### src/design/bcd_defs.svh
`ifndef BCD_DEFS_SVH
`define BCD_DEFS_SVH

// Register indices; byte address is four times the index
`define BCD_IDX_CTRL1     6'h20
`define BCD_IDX_STATUS    6'h21
`define BCD_IDX_TRACE     6'h24
`define BCD_IDX_TCOUNT    6'h25
`define BCD_IDX_CMP_CTRL  6'h28
`define BCD_IDX_ADDR_HI   6'h29
`define BCD_IDX_ADDR_MID  6'h2a
`define BCD_IDX_ADDR_LOW  6'h2b
`define BCD_IDX_DATA      6'h2c
`define BCD_IDX_MASK      6'h2d
`define BCD_IDX_EVT_STAT  6'h30
`define BCD_IDX_EVT_CLR   6'h31
`define BCD_IDX_EVT_EN    6'h32

// Control register 1 fields
`define BCD_C1_ARM        7
`define BCD_C1_FORCE_FINAL_STATE_BIT       6
`define BCD_C1_BRK_EN     4
`define BCD_C1_TRACE_EN   3

// Comparator control fields
`define BCD_CC_EN         0
`define BCD_CC_TAG        1
`define BCD_CC_RW_EN      2
`define BCD_CC_RW_VAL     3
`define BCD_CC_SZ_EN      4
`define BCD_CC_SZ_WORD    5
`define BCD_CC_TGT_LSB    6
`define BCD_CC_DATA_EN    8
`define BCD_CC_W          9

// Event bits
`define BCD_EV_FINAL      0
`define BCD_EV_BRK        1
`define BCD_EV_FULL       2
`define BCD_EV_W          3

// Reset values
`define BCD_RST_BYTE      8'h00
`define BCD_RST_CC        9'h000

`endif

### src/design/bcd_pkg.sv
package bcd_pkg;

	// Sequencer states, Gray along idle, state 1, state 2, final
	typedef enum logic [1:0] {
		SEQ_IDLE  = 2'b00,
		SEQ_ST1   = 2'b01,
		SEQ_ST2   = 2'b11,
		SEQ_FINAL = 2'b10
	} bcd_seq_t;

	// Comparator numbering
	typedef enum logic [1:0] {
		CMP_A = 2'h0,
		CMP_B = 2'h1,
		CMP_C = 2'h2
	} bcd_cmp_t;

endpackage : bcd_pkg

### src/design/bcd_comparator.sv
`timescale 1ns/1ps
`include "bcd_defs.svh"

module bcd_comparator #(
	parameter int ADDR_W   = 18,
	parameter int DATA_W   = 16,
	parameter bit HAS_DATA = 1'b0
) (
	// Configuration
	input  wire logic [ADDR_W-1:0]      cfg_addr_in,
	input  wire logic [`BCD_CC_W-1:0]   cfg_ctrl_in,
	input  wire logic [DATA_W-1:0]      cfg_data_in,
	input  wire logic [DATA_W-1:0]      cfg_mask_in,
	// Core bus
	input  wire logic [ADDR_W-1:0]      bus_addr_in,
	input  wire logic [DATA_W-1:0]      bus_data_in,
	input  wire logic                   bus_rw_in,
	input  wire logic                   bus_word_in,
	input  wire logic                   bus_valid_in,
	// Results
	output logic                        force_hit_out,
	output logic                        tag_hit_out
);
	if (ADDR_W < 17 || ADDR_W > 24) $error("bcd_comparator: ADDR_W must be 17..24");

	logic addr_ok;
	logic rw_ok;
	logic sz_ok;
	logic data_ok;
	logic hit;

	// Every address bit, each enabled qualifier and each unmasked, enabled data bit must agree in the same cycle
	assign addr_ok = (bus_addr_in == cfg_addr_in);
	assign rw_ok   = ~cfg_ctrl_in[`BCD_CC_RW_EN] |
	                 (bus_rw_in == cfg_ctrl_in[`BCD_CC_RW_VAL]);
	assign sz_ok   = ~cfg_ctrl_in[`BCD_CC_SZ_EN] |
	                 (bus_word_in == cfg_ctrl_in[`BCD_CC_SZ_WORD]);
	// Mask bit set drops that data bit from the compare
	assign data_ok = ~HAS_DATA | ~cfg_ctrl_in[`BCD_CC_DATA_EN] |
	                 (((bus_data_in ^ cfg_data_in) & ~cfg_mask_in) == '0);
	assign hit     = bus_valid_in & cfg_ctrl_in[`BCD_CC_EN] &
	                 addr_ok & rw_ok & sz_ok & data_ok;

	// Split by mode
	assign force_hit_out = hit & ~cfg_ctrl_in[`BCD_CC_TAG];
	assign tag_hit_out   = hit & cfg_ctrl_in[`BCD_CC_TAG];

endmodule : bcd_comparator

### src/design/bcd_trace_buf.sv
`timescale 1ns/1ps

module bcd_trace_buf #(
	parameter int W     = 16,
	parameter int DEPTH = 16
) (
	// Clock and reset
	input  wire logic                     clk_in,
	input  wire logic                     rst_n_in,
	// Control
	input  wire logic                     clear_in,
	input  wire logic                     push_in,
	input  wire logic [W-1:0]             push_data_in,
	input  wire logic                     pop_in,
	// State
	output logic [W-1:0]                  rd_data_out,
	output logic [$clog2(DEPTH):0]        count_out,
	output logic                          full_out
);
	if (DEPTH < 2 || (DEPTH & (DEPTH - 1)) != 0) $error("bcd_trace_buf: DEPTH must be 2^n");

	localparam int AW = $clog2(DEPTH);

	logic [W-1:0]  mem [DEPTH];
	logic [AW-1:0] wr_ptr;
	logic [AW-1:0] rd_ptr;
	logic          do_push;
	logic          do_pop;

	// Pushes stop at full; pops of an empty buffer do nothing
	assign do_push     = push_in & ~full_out;
	assign do_pop      = pop_in & (count_out != '0);
	assign full_out    = (count_out == DEPTH[AW:0]);
	assign rd_data_out = (count_out == '0) ? '0 : mem[rd_ptr];

	// Storage has no reset; only the pointers matter
	always_ff @(posedge clk_in) begin
		if (do_push)
			mem[wr_ptr] <= push_data_in;
	end

	// Pointers and fill count
	always_ff @(posedge clk_in or negedge rst_n_in) begin
		if (!rst_n_in) begin
			wr_ptr    <= '0;
			rd_ptr    <= '0;
			count_out <= '0;
		end else if (clear_in) begin
			wr_ptr    <= '0;
			rd_ptr    <= '0;
			count_out <= '0;
		end else begin
			wr_ptr    <= wr_ptr + AW'(do_push);
			rd_ptr    <= rd_ptr + AW'(do_pop);
			count_out <= count_out + (AW+1)'(do_push) - (AW+1)'(do_pop);
		end
	end

endmodule : bcd_trace_buf

### src/design/bcd_top.sv
// Our own choice: the Avalon-MM interface to the registers.
`timescale 1ns/1ps
`include "bcd_defs.svh"

module bcd_top #(
	parameter int ADDR_W   = 18,
	parameter int DATA_W   = 16,
	parameter int TB_DEPTH = 16
) (
	// Clock and reset
	input  wire logic                 clk_sys_in,
	input  wire logic                 resetn_in,
	// Avalon-MM slave
	input  wire logic [7:0]           avs_address_in,
	input  wire logic                 avs_read_in,
	input  wire logic                 avs_write_in,
	input  wire logic [31:0]          avs_writedata_in,
	input  wire logic [3:0]           avs_byteenable_in,
	output logic [31:0]               avs_readdata_out,
	output logic                      avs_waitrequest_out,
	// Core buses, same clock
	input  wire logic [ADDR_W-1:0]    cpu_addr_in,
	input  wire logic [DATA_W-1:0]    cpu_data_in,
	input  wire logic                 cpu_rw_in,
	input  wire logic                 cpu_word_in,
	input  wire logic                 cpu_valid_in,
	input  wire logic                 cpu_exec_tag_in,
	input  wire logic [1:0]           cpu_exec_tag_id_in,
	// Core requests and status
	output logic                      cpu_tag_out,
	output logic [1:0]                cpu_tag_id_out,
	output logic                      brk_req_out,
	output logic                      trace_active_out,
	output logic                      irq_out
);
	if (ADDR_W < 17 || ADDR_W > 24) $error("bcd_top: ADDR_W must be 17..24");
	if (DATA_W != 16) $error("bcd_top: DATA_W must be 16");

	localparam int HI_W = ADDR_W - 16;
	localparam int CW   = $clog2(TB_DEPTH) + 1;

	// Reset synchroniser
	logic rst_meta;
	logic rst_n;

	always_ff @(posedge clk_sys_in or negedge resetn_in) begin
		if (!resetn_in) begin
			rst_meta <= 1'b0;
			rst_n    <= 1'b0;
		end else begin
			rst_meta <= 1'b1;
			rst_n    <= rst_meta;
		end
	end

	// Control and configuration state
	logic                  arm;
	logic                  brk_en;
	logic                  trace_en;
	logic [1:0]            cmp_sel;
	bcd_pkg::bcd_seq_t     seq;
	bcd_pkg::bcd_seq_t     next_seq;
	logic [ADDR_W-1:0]     cmp_addr [3];
	logic [`BCD_CC_W-1:0]  cmp_ctrl [3];
	logic [DATA_W-1:0]     cmpa_data;
	logic [DATA_W-1:0]     cmpa_mask;
	logic [`BCD_EV_W-1:0]  evt_stat;
	logic [`BCD_EV_W-1:0]  evt_en;
	logic                  wait_q;

	// Bus decode: a transfer completes on the edge where waitrequest is low
	logic       accept;
	logic       wr_fire;
	logic       rd_fire;
	logic [5:0] idx;
	logic       be0;
	logic       be1;
	logic       cfg_open;

	assign accept   = (avs_read_in | avs_write_in) & ~wait_q;
	assign wr_fire  = avs_write_in & accept;
	assign rd_fire  = avs_read_in & accept;
	assign idx      = avs_address_in[7:2];
	assign be0      = avs_byteenable_in[0];
	assign be1      = avs_byteenable_in[1];
	assign cfg_open = wr_fire & ~arm;

	logic wr_ctrl1;
	logic wr_cc;
	logic wr_hi;
	logic wr_mid;
	logic wr_low;
	logic wr_data;
	logic wr_mask;
	logic wr_clr;
	logic wr_en;
	logic rd_trace;

	assign wr_ctrl1 = wr_fire & be0 & (idx == `BCD_IDX_CTRL1);
	assign wr_cc    = cfg_open & (idx == `BCD_IDX_CMP_CTRL);
	assign wr_hi    = cfg_open & be0 & (idx == `BCD_IDX_ADDR_HI);
	assign wr_mid   = cfg_open & be0 & (idx == `BCD_IDX_ADDR_MID);
	assign wr_low   = cfg_open & be0 & (idx == `BCD_IDX_ADDR_LOW);
	assign wr_data  = cfg_open & (idx == `BCD_IDX_DATA);
	assign wr_mask  = cfg_open & (idx == `BCD_IDX_MASK);
	assign wr_clr   = wr_fire & be0 & (idx == `BCD_IDX_EVT_CLR);
	assign wr_en    = wr_fire & be0 & (idx == `BCD_IDX_EVT_EN);
	// Each accepted read of the window takes one 16-bit entry
	assign rd_trace = rd_fire & (idx == `BCD_IDX_TRACE);

	// Comparators; only A carries the data compare
	logic [2:0] force_hit;
	logic [2:0] tag_hit;

	for (genvar i = 0; i < 3; i++) begin : g_cmp
		bcd_comparator #(
			.ADDR_W   (ADDR_W),
			.DATA_W   (DATA_W),
			.HAS_DATA (i == 0)
		) u_cmp (
			.cfg_addr_in   (cmp_addr[i]),
			.cfg_ctrl_in   (cmp_ctrl[i]),
			.cfg_data_in   (cmpa_data),
			.cfg_mask_in   (cmpa_mask),
			.bus_addr_in   (cpu_addr_in),
			.bus_data_in   (cpu_data_in),
			.bus_rw_in     (cpu_rw_in),
			.bus_word_in   (cpu_word_in),
			.bus_valid_in  (cpu_valid_in),
			.force_hit_out (force_hit[i]),
			.tag_hit_out   (tag_hit[i])
		);
	end

	// Match selection, A before B before C
	logic       fire;
	logic [1:0] fire_id;
	logic       tag_any;
	logic [1:0] tag_id;

	assign fire    = arm & (|force_hit | cpu_exec_tag_in);
	assign fire_id = force_hit[0] ? 2'h0 : force_hit[1] ? 2'h1 :
	                 force_hit[2] ? 2'h2 : cpu_exec_tag_id_in;
	assign tag_any = arm & (seq != bcd_pkg::SEQ_FINAL) & |tag_hit;
	assign tag_id  = tag_hit[0] ? 2'h0 : tag_hit[1] ? 2'h1 : 2'h2;

	// Session control
	logic force_final_state_bit;
	logic next_arm;
	logic done;
	logic enter_final;
	logic next_trace;
	logic next_trace_en;
	logic tb_full;
	logic tb_push;
	logic [DATA_W-1:0] tb_rd;
	logic [CW-1:0]     tb_cnt;
	logic [1:0]        tgt;

	// Trigger honours the arm value written in the same access
	assign force_final_state_bit        = wr_ctrl1 & avs_writedata_in[`BCD_C1_FORCE_FINAL_STATE_BIT] &
	                     avs_writedata_in[`BCD_C1_ARM];
	assign next_trace_en = wr_ctrl1 ? avs_writedata_in[`BCD_C1_TRACE_EN] : trace_en;
	// Completion disarms; no trace means complete on the cycle after entry
	assign done        = (seq == bcd_pkg::SEQ_FINAL) & ~trace_active_out;
	assign next_arm    = wr_ctrl1 ? avs_writedata_in[`BCD_C1_ARM] : (arm & ~done);
	assign tgt         = cmp_ctrl[fire_id][`BCD_CC_TGT_LSB +: 2];
	assign enter_final = (next_seq == bcd_pkg::SEQ_FINAL) & (seq != bcd_pkg::SEQ_FINAL);
	assign next_trace  = next_arm & ((enter_final & next_trace_en) |
	                     (trace_active_out & ~tb_full));
	assign tb_push     = trace_active_out & cpu_valid_in & arm;

	// Sequencer next state
	always_comb begin
		next_seq = (seq == bcd_pkg::SEQ_IDLE) ? bcd_pkg::SEQ_ST1 : seq;
		if (next_seq != bcd_pkg::SEQ_FINAL) begin
			if (force_final_state_bit)
				next_seq = bcd_pkg::SEQ_FINAL;
			else if (fire) begin
				case (tgt)
					2'h0:    next_seq = bcd_pkg::SEQ_ST1;
					2'h1:    next_seq = bcd_pkg::SEQ_ST2;
					default: next_seq = bcd_pkg::SEQ_FINAL;
				endcase
			end
		end
		if (!next_arm)
			next_seq = bcd_pkg::SEQ_IDLE;
	end

	bcd_trace_buf #(
		.W     (DATA_W),
		.DEPTH (TB_DEPTH)
	) u_tb (
		.clk_in       (clk_sys_in),
		.rst_n_in     (rst_n),
		.clear_in     (next_arm & ~arm),
		.push_in      (tb_push),
		.push_data_in (cpu_addr_in[15:0]),
		.pop_in       (rd_trace),
		.rd_data_out  (tb_rd),
		.count_out    (tb_cnt),
		.full_out     (tb_full)
	);

	// Events; a new event beats a clear in the same cycle
	logic [`BCD_EV_W-1:0] evt_set;
	logic [`BCD_EV_W-1:0] evt_clr;

	assign evt_set = {trace_active_out & tb_full, done & brk_en, enter_final};
	assign evt_clr = wr_clr ? avs_writedata_in[`BCD_EV_W-1:0] : '0;

	// Read mux, reads never wait on the sequencer
	logic [31:0] rd_mux;
	logic [7:0]  c1_rd;

	assign c1_rd  = {arm, 2'b00, brk_en, trace_en, 1'b0, cmp_sel};
	assign rd_mux =
		(idx == `BCD_IDX_CTRL1)    ? {24'h000000, c1_rd} :
		(idx == `BCD_IDX_STATUS)   ? {29'h0000000, trace_active_out, seq} :
		(idx == `BCD_IDX_TRACE)    ? {16'h0000, tb_rd} :
		(idx == `BCD_IDX_TCOUNT)   ? 32'(tb_cnt) :
		(idx == `BCD_IDX_CMP_CTRL) ? 32'(cmp_ctrl[cmp_sel]) :
		(idx == `BCD_IDX_ADDR_HI)  ? 32'(cmp_addr[cmp_sel][ADDR_W-1:16]) :
		(idx == `BCD_IDX_ADDR_MID) ? {24'h000000, cmp_addr[cmp_sel][15:8]} :
		(idx == `BCD_IDX_ADDR_LOW) ? {24'h000000, cmp_addr[cmp_sel][7:0]} :
		(idx == `BCD_IDX_DATA)     ? {16'h0000, cmpa_data} :
		(idx == `BCD_IDX_MASK)     ? {16'h0000, cmpa_mask} :
		(idx == `BCD_IDX_EVT_STAT) ? 32'(evt_stat) :
		(idx == `BCD_IDX_EVT_EN)   ? 32'(evt_en) : 32'h00000000;

	// Bus handshake: one wait cycle, then a single low cycle
	always_ff @(posedge clk_sys_in or negedge rst_n) begin
		if (!rst_n) begin
			wait_q           <= 1'b1;
			avs_readdata_out <= 32'h00000000;
		end else begin
			wait_q           <= ~(wait_q & (avs_read_in | avs_write_in));
			avs_readdata_out <= rd_mux;
		end
	end
	assign avs_waitrequest_out = wait_q;

	// Control register and sequencer
	always_ff @(posedge clk_sys_in or negedge rst_n) begin
		if (!rst_n) begin
			arm              <= 1'b0;
			brk_en           <= 1'b0;
			trace_en         <= 1'b0;
			cmp_sel          <= 2'h0;
			seq              <= bcd_pkg::SEQ_IDLE;
			trace_active_out <= 1'b0;
		end else begin
			arm              <= next_arm;
			seq              <= next_seq;
			trace_active_out <= next_trace;
			if (wr_ctrl1) begin
				brk_en   <= avs_writedata_in[`BCD_C1_BRK_EN];
				trace_en <= avs_writedata_in[`BCD_C1_TRACE_EN];
				cmp_sel  <= (avs_writedata_in[1:0] == 2'h3) ? 2'h2 : avs_writedata_in[1:0];
			end
		end
	end

	// Comparator configuration, frozen while armed
	always_ff @(posedge clk_sys_in or negedge rst_n) begin
		if (!rst_n) begin
			for (int i = 0; i < 3; i++) begin
				cmp_addr[i] <= '0;
				cmp_ctrl[i] <= `BCD_RST_CC;
			end
			cmpa_data <= '0;
			cmpa_mask <= '0;
		end else begin
			if (wr_cc)
				cmp_ctrl[cmp_sel] <= avs_writedata_in[`BCD_CC_W-1:0];
			if (wr_hi)
				cmp_addr[cmp_sel][ADDR_W-1:16] <= avs_writedata_in[HI_W-1:0];
			if (wr_mid)
				cmp_addr[cmp_sel][15:8] <= avs_writedata_in[7:0];
			if (wr_low)
				cmp_addr[cmp_sel][7:0] <= avs_writedata_in[7:0];
			if (wr_data && be0)
				cmpa_data[7:0] <= avs_writedata_in[7:0];
			if (wr_data && be1)
				cmpa_data[15:8] <= avs_writedata_in[15:8];
			if (wr_mask && be0)
				cmpa_mask[7:0] <= avs_writedata_in[7:0];
			if (wr_mask && be1)
				cmpa_mask[15:8] <= avs_writedata_in[15:8];
		end
	end

	// Core requests, events and interrupt
	always_ff @(posedge clk_sys_in or negedge rst_n) begin
		if (!rst_n) begin
			cpu_tag_out    <= 1'b0;
			cpu_tag_id_out <= 2'h0;
			brk_req_out    <= 1'b0;
			evt_stat       <= '0;
			evt_en         <= '0;
			irq_out        <= 1'b0;
		end else begin
			cpu_tag_out    <= tag_any;
			cpu_tag_id_out <= tag_id;
			brk_req_out    <= done & brk_en & arm;
			evt_stat       <= (evt_stat & ~evt_clr) | evt_set;
			if (wr_en)
				evt_en <= avs_writedata_in[`BCD_EV_W-1:0];
			irq_out        <= |(((evt_stat & ~evt_clr) | evt_set) & evt_en);
		end
	end

endmodule : bcd_top

### config.mk
export PLATFORM = sky130hd
export DESIGN_NAME = bcd_top
export DESIGN_NICKNAME = d
export VERILOG_FILES = /design/src/design/bcd_pkg.sv /design/src/design/bcd_comparator.sv /design/src/design/bcd_trace_buf.sv /design/src/design/bcd_top.sv
export VERILOG_INCLUDE_DIRS = /design/src /design/src/design
export SDC_FILE = /design/constraint.sdc
export NUM_CORES = 1
export LEC_CHECK = 0
export ABC_AREA = 1
export BUFFER_PORTS_ARGS = -buffer_cell sky130_fd_sc_hd__buf_2
export CORE_ASPECT_RATIO = 0.75
export CORE_MARGIN = 5
export CORE_UTILIZATION = 55
export CTS_CLUSTER_DIAMETER = 30
export DETAILED_ROUTE_END_ITERATION = 8
export PLACE_DENSITY = 0.87
export SLEW_MARGIN = 20
export SYNTH_ARGS = -nofsm -noshare
export SYNTH_HDL_FRONTEND = slang
export SYNTH_SLANG_ARGS = --single-unit
### constraint.sdc
create_clock -name clk_sys_in -period 4.95 [get_ports clk_sys_in]
set_input_delay 0.2475 -clock clk_sys_in [delete_from_list [all_inputs] [get_ports clk_sys_in]]
set_output_delay 0.2475 -clock clk_sys_in [all_outputs]
set_load 0.005 [all_outputs]
Yosys cells after proc, flatten, opt, wreduce, memory -nomap -nowiden

Memories as Yosys holds them, arrays and structs flattened.
Cells that the tools add are included.

Bits in registers: 164
Memories: 1
RAM bits: 256
Logic and storage cells: 226

Reduce and logical (&&, ||, !) cells: 13
Magnitude comparators: 3
Muxes and demuxes: 57
Bitwise gates (word level): 90
Add/sub/neg operators: 4
Equality and inequality tests: 29

Memory list:

| memory   | words | bits a word | rd ports | clocked after memory_dff | write ports | line                | RTL |
|---|---|---|---|---|---|---|---|
| u_tb.mem | 16    | 16          | 1        | 0                        | 1           | bcd_trace_buf.sv:24 | `logic [W-1:0] mem [DEPTH];` |

Operators with widths:

| operator           | number |
|---|---|
| $mux 16            | 12 |
| $bwmux 54          | 3 |
| $mux 54            | 3 |
| $demux 18 s2       | 3 |
| $eq 6x6->1 const B | 13 |
| $and 1x1->1        | 55 |
| $eq 18x18->1       | 3 |
| $mux 18            | 3 |
| $bmux 18 s2        | 1 |
| $bmux 9 s2         | 2 |
| $bwmux 27          | 1 |
| $mux 9             | 3 |
| $mux 8             | 3 |
| $mux 2             | 11 |
| $demux 9 s2        | 1 |
| $and 16x16->16     | 1 |
| $logic_not 16->1   | 1 |
| $not 1->1          | 16 |
| $not 16->16        | 1 |
| $xor 16x16->16     | 1 |
| $or 1x1->1         | 10 |
| $mux 3             | 3 |
| $reduce_or 3->1    | 3 |
| $add 4x1->4        | 2 |
| other kinds (21)   | 41 |

Depth between registers and ports, before layout

Gate-level depths: netlist (run 1).

Depth after elaboration: 23
Depth in mapped cells: 19

Modules after synthesis

Synthesis (run 1) repeated with hierarchy kept, for this count alone.

Cells, all modules: 2217
Area, all modules: 19740.2 µm²

Modules (own cells, without submodules):

| module                              | area each (µm²) | sequential area each (µm²) | cells each | times used |
|---|---|---|---|---|
| bcd_trace_buf                       | 11054.4         | 8012.7                     | 945        | 1 |
| bcd_top                             | 7025.5          | 3779.9                     | 851        | 1 |
| bcd_comparator (g_cmp[1].u_cmp ...) | 441.7           | 0.0                        | 115        | 2 |
| bcd_comparator (g_cmp[0].u_cmp)     | 777.0           | 0.0                        | 191        | 1 |

Least setup slack after synthesis (run 1)

No wires, ideal clock.

Kind: register to register
Start: register u_tb.count_out[3]
End: register u_tb.count_out[4]
Arrival time: 2.598 ns
Library setup time: 0.114 ns
Path buffers: 0
Stages on the path, launching flop included: 16
Period minus slack after synthesis: 2.711 ns
Path slack: 2.239 ns
Cells stage by stage: dfrtp_1 -> inv_1 -> ha_1 -> nand4_1 -> inv_1 -> nor2_2 -> and3_1 -> ha_1 -> inv_1 -> ha_1 -> fa_1 -> a21oi_1 -> o21bai_1 -> xor2_1 -> nand2_1 -> inv_1

Cells in the longest elaborated chain, start to end: 6
Elaborated cells on any way between the ends: 8

Ends and longest elaborated chain:

| what                     | line                | RTL |
|---|---|---|
| start: declaration       | bcd_trace_buf.sv:17 | `output logic [$clog2(DEPTH):0] count_out,` |
| start signal: assignment | bcd_trace_buf.sv:55 | `count_out <= count_out + (AW+1)'(do_push) - (AW+1)'(do_pop);` |
| $eq 5x5->1               | bcd_trace_buf.sv:33 | `assign full_out = (count_out == DEPTH[AW:0]);` |
| $not 1->1                | bcd_trace_buf.sv:31 | `assign do_push = push_in & ~full_out;` |
| $and 1x1->1              | bcd_trace_buf.sv:31 |  |
| $add 5x1->5              | bcd_trace_buf.sv:55 |  |
| $sub 5x1->5 *            | bcd_trace_buf.sv:55 |  |
| $mux 5 *                 | bcd_trace_buf.sv:48 | `end else if (clear_in) begin` |

Every way passes the cells marked *; elsewhere a longest branch is shown, timed or not.
A chain may end at the register's enable or synchronous reset.

Final worst setup path (run 1)

Start: register u_tb.count_out[2]
End: register u_tb.count_out[4]

The elaborated chain is that of the path after synthesis.

==> key figures, run 1 <==
Run status
  – Status: completed

Placement
  – Post-DP Area: 20100 um^2
  – Port-buffer cells: 90
  – Pre-CTS setup slack: 1.55 ns
  – Final HPWL DP: roughly 38000 um
  – GP Congestion: 0.976

Clocking
  – Worst-case clock buffer depth: 3
  – CTS tree: yes
  – CTS clk-pin slew, worst paths: 0.06 ns
  – Clock sinks: 420
  – Root Buffer: clkbuf_16
  – Clk Latency, worst-skew pair: 0.58 ns
  – H-tree Lvls: 3
  – CTS buffer count: 68

Detailed routing
  – Post-Route WL: 58300 um
  – Via density: approximately 6
  – Wire per inst: 22.2 um
  – # DRC: 0
  – 1st-iter DRT viols: 2711
  – Pre-antenna DRT Iters: 7
  – Antenna-violating nets left: 0
  – Via count: 15900

Layout
  – ANT cells: 0
  – Layout cells sized above 1: 0.141
  – Area growth syn-to-layout: 17.4%
  – Finished Cell Area: 22600 um^2
  – Final nets: 2211

Timing
  – Pins over their slew limit: 0
  – Max Clock Skew: approximately 0.028 ns
  – Fin crit period: 3.40 ns
  – Worst Tran Pin Value: about 1.1 ns
  – Fin. Hold Viols: 0
  – Setup TNS: 0 ns
  – Slew headroom: 0.261
  – RSZ-0062 raised after global routing: no
  – Crit share post-route: 0.687
  – Fin worst setup slack: 1.55 ns
  – Final number of setup-violating endpoints: 0
  – Fmax: 294 MHz

Critical path
  – Crit-path cells: inv_1 > ha_1 > nand4_1 > inv_1 > nor2_2 > and3_1 > ha_1 > inv_1 > ha_1 > fa_1 > a21oi_1 > o21bai_1 > xor2_1 > nand2_1 > inv_1
  – Crit path largest cell delay: 0.47 ns
  – Startpoint types: flip-flop
  – WP buf/inv: 4
  – Critical path peak fanout: 10
  – WP data required: 5.40 ns
  – Setup CP Type: flip-flop to flip-flop
  – Data arrival, critical path: 3.85 ns
  – Crit path capture type: flip-flop
  – CP most frequent cell: inv_1
  – Slowest CP cell: nor2_2
  – Delay-heaviest family, CP: simple AND/OR/NAND/NOR gates

Floorplan
  – Die Width: 226 um
  – Die Y: 172 um
  – Starting Density: 0.556
  – Core area: around 35000 um^2
  – IO Count: about 130
  – Rows: between 50 and 60
  – Full die area: 38800 um^2

Logic synthesis
  – Gate count after technology mapping: 1995
  – Primary FF master, synth: edfxtp_1
  – Post-synth ARST share: 0.390
  – Cell area after synthesis: 19200 um^2
  – Synth Register Bits: 420
  – Synth top area cells: edfxtp_1 40%, dfrtp_1 21%, nand2_1 8.3%
  – Yosys cell types: slightly above 50
  – Ys Warns: 0
  – Area share of the largest cell type after synthesis: 0.400
  – Leading area contributor after synthesis: edfxtp_1
  – Syn avg cell area: 9.63 um^2
  – Sequential area share after synthesis: 0.614
  – Post-synth EDFFs: 256

Power and ir drop
  – Leak pwr: 9.21 nW
  – Power consumption: 9.32 mW
  – PwrDens: 413 nW/um^2
  – Peak VDD IR: 0.277 mV

Global routing
  – Initial antenna violation count: 0
  – GRT Total Usage: 0.297
  – Gr ovfl total: 0
  – First-pass GRT wire length: 87900 um
  – Vias in the first global route: about 15000
  – Largest net degree at the start of global routing: approximately 160

Job
  – Max_cap viols: 0

Worst hold path
  – Worst min path class: input port to flip-flop
==> final timing paths <==
path                              startpoint           endpoint  slack [ns]  cells past startpoint
hold reg to reg                     rst_meta              rst_n        0.36                      0
hold / removal                cpu_addr_in[5]    u_tb.mem[12][5]        0.11                      1
setup reg to reg           u_tb.count_out[2]  u_tb.count_out[4]        1.55                     15
setup / recovery           u_tb.count_out[2]  u_tb.count_out[4]        1.55                     15
min in group asynchronous              rst_n        cmp_addr[4]        0.39                      1
max in group asynchronous              rst_n     u_tb.rd_ptr[0]        3.66                      1
==> placed cells by master, fill, tap and decap left out, types with 4 or more instances in the layout <==
cell	count
nand2_1	424
o21ai_0	294
edfxtp_1	256
nor2_1	222
inv_1	168
dfrtp_1	161
buf_2	90
nand3_1	73
clkbuf_16	70
o221ai_1	49
a21oi_1	42
buf_4	26
o21ai_1	25
inv_2	21
o22ai_1	20
nand4_1	18
conb_1	17
dlygate4sd3_1	15
inv_6	13
nand2_2	12
a221oi_1	11
clkinv_4	11
nor2_2	10
xnor2_1	10
ha_1	10
clkinv_1	7
clkinv_2	7
a32o_1	6
a31o_2	6
clkbuf_8	6
clkinvlp_4	6
bufinv_16	5
xor2_1	4
o2111ai_1	4
nand3_2	4
==> cells by family after synthesis <==
group | after synthesis | synth area share
flops | 420 | 0.614
buf+inv | 296 | 0.0623
xor+xnor | 14 | 0.00638
other cells | 2 | 0.000391
compound gates | 470 | 0.141
simple gates | 782 | 0.168
fa+ha+maj | 11 | 0.00756
==> sequential cells by signal (all words and copies together), names as in the netlist, 2 cells and up <==
| name | count |
|---|---|
| cmp_ctrl | 27 |
| cmpa_data | 16 |
| seq | 2 |
| cmpa_mask | 16 |
| u_tb.wr_ptr | 4 |
| cmp_sel | 2 |
| u_tb.mem | 256 |
| u_tb.rd_ptr | 4 |
| cpu_tag_id_out | 2 |
| avs_readdata_out | 16 |
| u_tb.count_out | 5 |
| cmp_addr | 54 |
| evt_en | 3 |
| evt_stat | 3 |
==> stage by stage <==
step / hold slack, ns / cells / utilization
after floorplan: -0.0481 / 2010 / -
after global placement: 0.0323 / 2484 / 0.581
after detailed placement: 0.0339 / 2484 / 0.581
after CTS: 0.0928 / 2625 / 0.653
after global routing: 0.112 / 2625 / 0.653
final: 0.108 / 2625 / 0.653
==> final cells by class <==
type                       instances  area, um^2
timing repair buffer             133         836
tap                              457         572
clock buffer                      79        1850
clock inverter                    47         493
inverter                         195         733
fill                            2561       12000
sequential                       420       11800
multi-input combinational       1294        6270
==> per-layer routing <==
layer	vias up	part of all wire	wire length, um	track usage
li1	7052	-	-	-
met1	7551	0.39	23000	0.425
met2	1112	0.44	25500	0.441
met3	164	0.14	8050	0.0921
met4	0	0.030	1730	0.0910
met5	-	0	0	0
==> power breakdown <==
part           internal [mW]  leakage, nW  total (mW)  switching (mW)
combinational          0.213         3.55       0.702           0.488
clock                   2.99         1.14        4.78            1.79
sequential              3.77         4.52        3.84          0.0652
==> synth_stat cells (2+ instances only) <==
cell type  count
a21oi_1       42
a221oi_1      11
a22o_1         2
a31o_2         6
a31oi_1        3
a32o_1         6
buf_1          2
buf_2         20
buf_4         16
clkbuf_1      63
clkinv_1       4
conb_1         2
dfrtp_1      163
edfxtp_1     256
ha_1          10
inv_1        170
inv_2         21
nand2_1      424
nand2_2       12
nand3_1       73
nand3_2        4
nand3b_1       2
nand4_1       18
nand4_2        2
nor2_1       223
nor2_2         9
nor3_1         3
o2111ai_1      4
o211ai_1       3
o21ai_0      294
o21ai_1       25
o221ai_1      49
o22ai_1       20
or2_1          3
or2_2          2
xnor2_1       10
xor2_1         4
==> what timing repair did <==
item	in CTS	in global routing
setup buffers	0	0
resized for setup	0	0
hold buffers	15	0
endpoints found under the hold margin	19	0
Power figures use the tool's default switching activity.
==> inputs of run 2 (changes only) <==
- ABC_AREA: 1 -> 0
- clock period: 4.95 -> 3.05 ns (I/O delays scaled with it)
==> run 2 against run 1 <==
Flip-flop and latch count unchanged. Global-route usage decreased by 2.1 points. Die area fell by 3.4%. Clock-buffer cell count decreased by 18. Power up 51%. Sequential power rose by 63%. Non-clock buffer count grew 49. Cell count is 30% lower. Critical endpoint unchanged. Highest routed layer is now met5.
==> key figures, run 2 <==
Layout
  – Top reg by flops: u_tb.mem
  – ANT cells: 0
  – Sequential cell area: 11800 um^2
  – Layout cells sized above 1: 0.366
  – Core Util, Final: 0.660
  – Area growth syn-to-layout: 19.1%
  – Most frequent cells in the layout: 256 x edfxtp_1, 159 x dfrtp_1, 121 x mux2_2
  – Final nets: 1438
  – Fillers: ~2100
  – Max reg flops: 256
  – Area taken by multi-input logic gates: 6380 um^2
  – Regs by FF count: u_tb.mem: 256 flops, cmp_addr: 54 flops, cmp_ctrl: 27 flops
  – Most common cell after layout, fill and taps aside: edfxtp_1

Logic synthesis
  – Cell area after synthesis: 18500 um^2
  – Post-synth EDFFs: 256
  – Post-synth ARST share: 0.390
  – Area share of the largest cell type after synthesis: 0.415
  – Synth top cells by count: 256 x edfxtp_1, 163 x dfrtp_1, 121 x mux2_2
  – Most numerous cell in the Yosys netlist: edfxtp_1
  – Ys Warns: 0
  – Synth top area cells: edfxtp_1 42%, dfrtp_1 22%, mux4_2 9.7%
  – Yosys cell types: between 70 and 80
  – Leading area contributor after synthesis: edfxtp_1
  – Synth Register Bits: 420
  – Gate count after technology mapping: 1155
  – Primary FF master, synth: edfxtp_1
  – Sequential area share after synthesis: 0.637
  – Syn avg cell area: 16.0 um^2

Clocking
  – Clock sinks: 420
  – CTS buffer count: 56
  – CTS tree: yes
  – Root Buffer: clkbuf_16
  – Worst-case clock buffer depth: 3
  – H-tree Lvls: 2
  – Clk Latency, worst-skew pair: 0.59 ns
  – CTS clk-pin slew, worst paths: 0.06 ns

Critical path
  – Setup CP Type: flip-flop to flip-flop
  – R2R Setup Slk: 0.18 ns
  – WP data required: 3.52 ns
  – Critical path peak fanout: 2
  – Data arrival, critical path: between 3 and 4 ns
  – Startpoint types: flip-flop
  – Crit path largest cell delay: about 0.43 ns
  – Slowest CP cell: nor4b_1
  – Reg-to-Reg Start: u_tb.count_out[2]
  – Crit path capture type: flip-flop
  – WP buf/inv: 2
  – R2R depth: 14
  – Crit-path cells: inv_1 > ha_1 > nor4b_1 > or3_4 > nor3b_4 > ha_1 > inv_1 > ha_1 > fa_2 > a21oi_1 > nor2_1 > nor2_1 > xnor2_1 > nor2_1
  – Worst flop-to-flop path endpoint: u_tb.count_out[4]
  – Delay-heaviest family, CP: adder cells

Floorplan
  – IO Count: 127
  – Die Y: 169 um
  – Rows: 58
  – Die Width: about 220 um
  – Core area: around 33000 um^2
  – Starting Density: 0.554
  – Full die area: 37500 um^2

Job
  – Max_cap viols: 0

Worst hold path
  – HP Start: cpu_addr_in[1]
  – Worst Hold Path EP: u_tb.mem[13][1]
  – Hold path cells: 1
  – Worst min path class: input port to flip-flop

Global routing
  – Largest net degree at the start of global routing: 52
  – Initial antenna violation count: 2
  – Vias in the first global route: 12100
  – First-pass GRT wire length: 77700 um
  – Gr ovfl total: 0
  – GRT Total Usage: 0.276

Placement
  – Pre-CTS setup slack: roughly 0.1 ns
  – Port-buffer cells: 90
  – Final HPWL DP: roughly 34000 um
  – GP Congestion: 0.958

Power and ir drop
  – Leak pwr: 8.71 nW
  – Peak VDD IR: 0.403 mV
  – PwrDens: 640 nW/um^2
  – Power consumption: 14.1 mW

Detailed routing
  – Pre-antenna DRT Iters: 9
  – Antenna-violating nets left: 0
  – Post-Route WL: just over 50000 um
  – Met2 wire len: 23800 um
  – M1 WL: 19700 um
  – Uppermost layer routed: met5
  – 1st-iter DRT viols: 1773
  – Met3 Routed Length: 6660 um
  – Via count: about 12000
  – Via density: 6.41
  – Wire per inst: 28.1 um
  – # DRC: 0

Timing
  – Crit share post-route: 0.943
  – Slew headroom: 0.365
  – Fin worst setup slack: 0.175 ns
  – Fmax: 348 MHz
  – Pins over their slew limit: 0
  – Max Clock Skew: 0.0328 ns
  – Worst Tran Pin Value: 0.952 ns
  – WHS: between 0.015 and 0.02 ns
  – RSZ-0062 raised after global routing: no
  – Fin. Hold Viols: 0
  – Fin crit period: 2.87 ns
  – Final number of setup-violating endpoints: 0
  – Setup TNS: 0 ns

Run status
  – Status: completed
-- run 2: cell types whose count changed after synthesis, sizes merged, moves of 28 or more --
cell	change
a21oi	-28
nand2	-388
xor2	+55
inv	-172
mux4	+80
o21ai	-282
clkbuf	-33
mux2	+122
nor2	-193
nand3	-62
o221ai	-49
-- run 2: per-stage QoR --
step | cell area [um^2] | std cells
2_1_floorplan | 18600 | 1170
3_3_place_gp | 19900 | 1712
3_5_place_dp | 19900 | 1712
4_1_cts | 22000 | 1836
5_1_grt | 22000 | 1837
6_report | 22000 | 1837
-- run 2: timing repair --
item | CTS | global route
endpoints found under the setup margin | 0 | 1
hold buffers | 18 | 0
hold endpoints to repair | 70 | 0
gates resized for setup | 0 | 3
buffers inserted | 0 | 1
-- run 2: how the worst max path moves through the flow --
stage / startpoint / endpoint / slack (ns) / cells after the start
after detailed placement: avs_address_in[5] / u_tb.count_out[4] / 0.1 / 13
after global placement: avs_address_in[5] / u_tb.count_out[4] / 0.13 / 13
after floorplan: avs_address_in[3] / u_tb.count_out[4] / 0.01 / 15
after CTS: u_tb.count_out[2] / u_tb.count_out[4] / 0.11 / 14
final: u_tb.count_out[2] / u_tb.count_out[4] / 0.18 / 14
after global routing: u_tb.count_out[2] / u_tb.count_out[4] / 0.03 / 14
-- run 2: logic make-up (layout without fill, tap and decap cells) --
logic type,Yosys count,count (layout),synth area share
xor gates and xnor gates,82,82,0.0388
other,2,17,0.000406
muxes,228,228,0.186
and+or+nand+nor,204,204,0.0625
DFF,420,420,0.637
AOI/OAI and AO/OA,117,117,0.0431
buffers and inverters,91,308,0.0244
adders and majority gates,11,11,0.00784
-- run 2: final cells by class --
| class | instances | share of cell area |
|---|---|---|
| inverter | 20 | 0.00341 |
| timing repair buffer | 182 | 0.0572 |
| multi-input combinational | 659 | 0.290 |
| clock inverter | 45 | 0.0217 |
| clock buffer | 61 | 0.0668 |
| tap | 450 | 0.0255 |
| sequential | 420 | 0.536 |
-- run 2: report_power, final --
part	leakage (nW)	total [mW]	internal (mW)	switching, mW
Combinational	3.23	1.12	0.509	0.612
Clock	0.947	6.72	4.08	2.64
Sequential	4.53	6.26	6.14	0.128
-- run 2: per-layer routing --
layer	vias to the layer above	GRT usage
met4	2	0.0675
met2	817	0.430
met1	6010	0.383
li1	4812	-
met3	133	0.0938
met5	-	0
